File: src/common/ident_cfg.svh
`ifndef IDENT_CFG_SVH
`define IDENT_CFG_SVH

// ==========================================================
// Register offsets
`define OFS_PORT_CONFIG 16'h0001
`define OFS_CHIP_TYPE 16'h0003
`define OFS_SERIAL_LOW 16'h0004
`define OFS_SERIAL_HIGH 16'h0005
`define OFS_DIE_REVISION 16'h0006
`define OFS_PROTOCOL_VER 16'h000B
`define OFS_VENDOR_LOW 16'h000C
`define OFS_VENDOR_HIGH 16'h000D
`define OFS_COMMIT 16'h000F

// ==========================================================
// Field positions and reset values
`define BIT_READ_BUFFERED 5
`define BIT_COMMIT 0
`define RST_READ_BUFFERED 1'h0
`define RST_RDATA 8'h00

`endif

File: src/common/ident_pkg.sv
`default_nettype none

package ident_pkg;

   // ==========================================================
   // Register access from the serial port logic
   typedef struct packed {
      logic [15:0] addr;
      logic wr;
      logic rd;
      logic [7:0] wdata;
   } reg_req_t;

   // ==========================================================
   // Whole state of the bank
   typedef struct packed {
      logic [7:0] rdata;
      logic rd_valid;
      logic commit;
      logic read_buffered;
   } ident_state_t;

endpackage : ident_pkg

`default_nettype wire

File: src/hw/ident_and_update_regs.sv
`timescale 1ns/100ps
`default_nettype none
`include "ident_cfg.svh"

module ident_and_update_regs #(
   parameter logic [3:0] CHIP_TYPE = 4'h9,
   parameter logic [11:0] PART_SERIAL = 12'h2B7,
   parameter logic [7:0] DIE_REVISION = 8'h11,
   parameter logic [7:0] PROTOCOL_VERSION = 8'h21,
   parameter logic [15:0] VENDOR_CODE = 16'h7E3C
) (
   input wire logic clk_in,
   input wire logic resetn_in,
   input wire ident_pkg::reg_req_t req_in,
   output logic [7:0] rdata_out,
   output logic rd_valid_out,
   output logic commit_out,
   output logic read_buffered_out
);
   import ident_pkg::*;

   // The identity parameters above carry arbitrary neutral values.

   ident_state_t state_q;
   ident_state_t state_d;

   // ==========================================================
   // Read decode
   function automatic logic [7:0] read_value(input logic [15:0] addr, input logic rb);
      logic [7:0] v;
      v = 8'h00;
      case (addr)
         `OFS_PORT_CONFIG: v[`BIT_READ_BUFFERED] = rb;
         `OFS_CHIP_TYPE: v = {4'h0, CHIP_TYPE};
         `OFS_SERIAL_LOW: v = {PART_SERIAL[3:0], 4'h0};
         `OFS_SERIAL_HIGH: v = PART_SERIAL[11:4];
         `OFS_DIE_REVISION: v = DIE_REVISION;
         `OFS_PROTOCOL_VER: v = PROTOCOL_VERSION;
         `OFS_VENDOR_LOW: v = VENDOR_CODE[7:0];
         `OFS_VENDOR_HIGH: v = VENDOR_CODE[15:8];
         default: v = 8'h00;
      endcase
      return v;
   endfunction : read_value

   // ==========================================================
   // Write decode
   function automatic logic commit_hit(input reg_req_t r);
      // A write with the commit bit low must not fire the strobe.
      return r.wr && (r.addr == `OFS_COMMIT) && r.wdata[`BIT_COMMIT];
   endfunction : commit_hit

   function automatic logic config_hit(input reg_req_t r);
      return r.wr && (r.addr == `OFS_PORT_CONFIG);
   endfunction : config_hit

   // Used by the checks only, to prove that the identification bytes keep no state.
   function automatic logic ident_hit(input logic [15:0] addr);
      logic hit;
      hit = 1'b0;
      case (addr)
         `OFS_CHIP_TYPE, `OFS_SERIAL_LOW, `OFS_SERIAL_HIGH, `OFS_DIE_REVISION: hit = 1'b1;
         `OFS_PROTOCOL_VER, `OFS_VENDOR_LOW, `OFS_VENDOR_HIGH: hit = 1'b1;
         default: hit = 1'b0;
      endcase
      return hit;
   endfunction : ident_hit

   // ==========================================================
   // Next state
   always_comb begin
      state_d = state_q;
      state_d.rd_valid = req_in.rd;
      // Unmapped reads and the commit register answer zero.
      state_d.rdata = req_in.rd ? read_value(req_in.addr, state_q.read_buffered) : `RST_RDATA;
      // The strobe lives one cycle only; a write of zero is a no-op.
      state_d.commit = commit_hit(req_in);
      // Identification constants have no storage, so writes there fall through.
      if (config_hit(req_in)) begin
         state_d.read_buffered = req_in.wdata[`BIT_READ_BUFFERED];
      end
   end

   always_ff @(posedge clk_in) begin
      if (!resetn_in) begin
         state_q.rdata <= `RST_RDATA;
         state_q.rd_valid <= 1'b0;
         state_q.commit <= 1'b0;
         state_q.read_buffered <= `RST_READ_BUFFERED;
      end else begin
         state_q <= state_d;
      end
   end

   assign rdata_out = state_q.rdata;
   assign rd_valid_out = state_q.rd_valid;
   assign commit_out = state_q.commit;
   assign read_buffered_out = state_q.read_buffered;
endmodule : ident_and_update_regs

`default_nettype wire

File: config.mk
export PLATFORM = sky130hd
export DESIGN_NAME = ident_and_update_regs
export DESIGN_NICKNAME = d
export VERILOG_FILES = /design/src/common/ident_pkg.sv /design/src/hw/ident_and_update_regs.sv
export VERILOG_INCLUDE_DIRS = /design/src /design/src/common
export SDC_FILE = /design/constraint.sdc
export NUM_CORES = 1
export LEC_CHECK = 0
export CORE_AREA = 3 3 40 42
export CTS_CLUSTER_DIAMETER = 200
export CTS_CLUSTER_SIZE = 30
export DETAILED_ROUTE_END_ITERATION = 12
export DIE_AREA = 0 0 43 45
export DONT_BUFFER_PORTS = 1
export PLACE_DENSITY_LB_ADDON = 0.12
export SLEW_MARGIN = 30
export SYNTH_ARGS = -nofsm -noshare
export SYNTH_HDL_FRONTEND = slang
export SYNTH_SLANG_ARGS = --single-unit
File: constraint.sdc
create_clock -name clk_in -period 2.03 [get_ports clk_in]
set_input_delay 0.203 -clock clk_in [delete_from_list [all_inputs] [get_ports clk_in]]
set_output_delay 0.203 -clock clk_in [all_outputs]
set_load 0.02 [all_outputs]
Word-level counts from Yosys, hierarchy flattened --
Cells that the tools add are included.
Operators by class: reduce and logical (&&, ||, !) cells 6, equal/unequal tests 9, muxes and demuxes 3
Operator list (count):
- $eq A16 B4 Y1 const B | 4
- $eq A16 B3 Y1 const B | 3
- $pmux W5 S7 | 1
- $eq A16 B1 Y1 const B | 1
- $eq A16 B2 Y1 const B | 1
- $reduce_or A5 Y1 | 1
- $logic_and A1 B1 Y1 | 3
- $pmux W1 S2 | 1
- $reduce_and A2 Y1 | 1
- $reduce_or A2 Y1 | 1
- $mux W1 | 1
Word-level totals: input bits 28, register bits after elaboration 11

Depth between registers and ports, before layout --
depth after elaboration 3, mapped depth 5, gate-level depth less buffers 4

Worst setup path after synthesis --
OpenSTA, ideal clock, no wires.
path type input-to-reg, from input port req_in[15] in the netlist's numbering, to register state_q, in the netlist rdata_out[6], data arrival time 1.786 ns, library setup time 0.088 ns, cell stages on the path 4, path slack 0.157 ns, path through or4_1 -> or4b_4 -> or2_4 -> nor4_4
On the way: longest elaborated chain between the ends 3, elaborated cells on any way between the ends 4
RTL lines:
- start: declaration | RTL line ident_and_update_regs.sv:14 | input wire ident_pkg::reg_req_t req_in,
- $eq A16 B4 Y1 or $eq A16 B3 Y1 (tied branches) | RTL line ident_and_update_regs.sv:32 | case (addr)
- $reduce_or A2 Y1 (no line) (*)
- $mux W1 (*) | RTL line ident_and_update_regs.sv:32
- end signal: assignment | RTL line ident_and_update_regs.sv:91 | state_q <= state_d;
- end: declaration | RTL line ident_and_update_regs.sv:24 | ident_state_t state_q;
Mark *: on every way between the ends. The rest lies on a longest branch, timed or not. A chain may end at the register's enable or synchronous reset.

Final worst setup path --
Same ends and word-level chain as after synthesis.

==> impl_metrics.ini <==
[outcome]
outcome = completed

[critical_path]
worst-path-buf-inv = 0
timing.critical_path.slowest_stage_cell = sky130_fd_sc_hd__or4b_4
worst_ep_arrival_time_ns = 1.84
path_class = in2reg
critical_path.cell_chain = or4_1, or4b_4, or2_4, nor4_4
worst_setup_path_end_kind = flop
critical_path.startpoint_type = primary input
critPathMaxStageDelay_ns = 0.56
critical-path-top-delay-family = simple AND/OR/NAND/NOR gates
crit_required_ns = 2.21
maximum_fanout_along_the_worst_path = 4

[layout]
final_cell_count_no_fill = 68
drive_above_1_share_pct = 18.9
flow.area_growth_from_synthesis_pct = 9.41
layout.cells.most_common = sky130_fd_sc_hd__dfxtp_1
final_area_um2 = 538
nNetsFinal = 82
leading_cell_types_in_the_layout_fill_and_taps_excluded = sky130_fd_sc_hd__dfxtp_1, sky130_fd_sc_hd__nor2_1, sky130_fd_sc_hd__nor3_1, sky130_fd_sc_hd__nand3_1, sky130_fd_sc_hd__clkbuf_4
diode_insertion_count_for_antenna_repair = 0
n_fill_cell = 126

[placed_design]
placedInstanceArea_um2 = 492
gp_congestion = 0.719
hpwl_um = 845
placed_cells = 63
numPortBuffers = 0

[clocking]
clk_transition_reported_paths_ns = 0.07
cts_max_level = 1
cts_buffers = 3
cts.root.buffer_cell = sky130_fd_sc_hd__clkbuf_4
clock_sink_count = 10
clock_insertion_delay_worst_skew_ns = 0.26
post-cts-setup-buffers = 0
clock_path_buffers = 2
tritoncts = yes

[die]
floorplan.die.height_um = 45
total_die_area_um2 = 1940
placeableCoreArea_um2 = 1280
num_rows = 13
io-pin-count = 39
die_width_um = 43
start_util_pct = 38.3

[grt]
grt_max_degree = 11
initial_antenna_violation_count = 0
grt.overflow.total = 0
number_of_global_route_vias_before_repair = 377
grt_use_total_pct = 11.2
grt_pass1_wl_um = 1540

[detailed_routing]
drt_iter0_drc = 3
detailedRoute.firstPassIterationCount = 4
routed_wire_length_per_instance_um = 14.6
wire_length_after_detailed_routing_um = 993
drc = 0
antenna_violating_nets_post_route = 0
detail_route.vias_per_cell = 5.66
vias = 385

[sta]
final_count_of_hold_timing_violations = 0
setup_tns_ns = 0
peak_clock_frequency_supported_by_timing_ghz = 0.603
finClkSkew_ns = 0.00221
timing_max_transition_violations_final = 0
layout_worst_path_cycle_share_pct = 81.7
setup_violations = 0
period_minus_slack_ns = 1.66
grt_setup_unrepaired = false

[logic_synthesis]
dominant_combinational_cell_family_by_area_after_synthesis = simple AND/OR/NAND/NOR gates
synth-simple-area-share_pct = 40.2
synth_sequential_area_ratio_pct = 40.7
yosys-mux-area-fraction_pct = 2.04
yosys.cell_types.count = 28
yosys_warnings = 0
synth-seq-cells = 10
synth-xor-area-share_pct = 0
syn_nets = 80
postSynthCellCount = 52
area_fraction_in_compound_gates_after_synthesis_pct = 11.7
synth-adder-area-share_pct = 0
synth_area_um2 = 492
synthDominantAreaCellType = sky130_fd_sc_hd__dfxtp_1
synthDominantCellAreaShare_pct = 40.7
syn_area_per_cell_um2 = 9.46
ys_top_cells_by_area = sky130_fd_sc_hd__dfxtp_1, sky130_fd_sc_hd__nor2_1, sky130_fd_sc_hd__nor4_4

[power_and_ir_drop]
cellPowerDensity_nw_per_um2 = 747
worst_ir_drop_vdd_mv = 0.287
cellLeakagePower_nw = 0.174

[hold_path]
hold_class = in2reg

[job]
drv_cap = 0
## where the power goes
part	total [W]	internal, W	switching, W
clock	0.000177	0.000109	0.0000686
combinational	0.0000259	0.0000136	0.0000123
sequential	0.000199	0.000197	0.00000169
total	0.000402	0.000320	0.0000826
## layer usage
| metal | track usage, % | share of wire (%) | vias to the layer above | routed length [um] |
|---|---|---|---|---|
| li1 | - | - | 189 | - |
| met1 | 10.1 | 35 | 170 | 352 |
| met2 | 18.6 | 50 | 26 | 492 |
| met3 | 5.98 | 15 | 0 | 149 |
| met4 | 9.04 | 0 | 0 | 0 |
| met5 | 0 | 0 | - | 0 |
## repair_timing
item / 4_1_cts / 5_1_grt
hold buffers: 1 / 0
resized for setup: 0 / 0
endpoints found under the hold margin: 2 / 0
## cells in the mapped netlist, drive strengths merged
master / count
dfxtp: 10
nor2b: 2
mux2i: 1
nor3b: 1
a21oi: 1
a211oi: 1
or4b: 2
nor3: 3
o22a: 1
nand4bb: 1
or2: 1
nor2: 7
conb: 1
inv: 1
nand3: 3
o41ai: 1
a2bb2oi: 1
buf: 1
a31oi: 1
or4: 3
clkbuf: 3
and2: 1
nor4: 2
a21boi: 1
nand2b: 2
## flip-flops by register name, indices dropped and copies added (netlist names)
| signal | cells |
|---|---|
| rdata_out | 7 |
| commit_out | 1 |
| rd_valid_out | 1 |
| read_buffered_out | 1 |
## final timing paths
check / from / endpoint / slack [ns] / depth (start not counted)
setup / recovery: req_in[15] / rdata_out[6]$_SDFF_PN0_ / 0.37 / 4
hold / removal: req_in[11] / rdata_out[4]$_SDFF_PN0_ / 0.02 / 1
setup reg to reg: read_buffered_out$_SDFFE_PN0P_ / rdata_out[5]$_SDFF_PN0_ / 1.11 / 3
hold reg to reg: read_buffered_out$_SDFFE_PN0P_ / read_buffered_out$_SDFFE_PN0P_ / 0.58 / 2
## metrics by stage
| step | util [%] | power (W) | hold slack, ns | setup slack [ns] |
|---|---|---|---|---|
| final | 41.9 | 0.000402 | 0.0201 | 0.371 |
| after global routing | 41.9 | 0.000424 | 0.00398 | 0.302 |
| after CTS | 41.9 | 0.000409 | 0.0130 | 0.366 |
| after detailed placement | 38.3 | 0.000227 | 0.278 | 0.0876 |
| after global placement | 38.3 | 0.000226 | 0.275 | 0.127 |
| after floorplan | - | 0.000233 | 0.325 | 0.157 |
## worst reg2reg max path: stages (launching register included)
cell and delay (ns):
sky130_fd_sc_hd__dfxtp_1 0.47, sky130_fd_sc_hd__a21oi_1 0.11, sky130_fd_sc_hd__o22a_1 0.19, sky130_fd_sc_hd__nor2_1 0.08
## cell families (layout without fill, tap and decap cells)
kind of cell / Yosys count / in the layout
AOI/OAI and AO/OA: 7 / 7
buffers and inverters: 5 / 6
DFF: 10 / 10
muxes: 1 / 1
other: 1 / 1
and+or+nand+nor: 28 / 28
## layout make-up
cell class / count / area [um^2] / share of cell area [%]
clock buffer: 4 / 36.3 / 6.74
inverter: 1 / 3.75 / 0.698
multi-input combinational: 37 / 269 / 50.0
sequential: 10 / 200 / 37.2
tap: 15 / 18.8 / 3.49
timing repair buffer: 1 / 10.0 / 1.86
No activity file was read; power rests on OpenSTA's default activity.
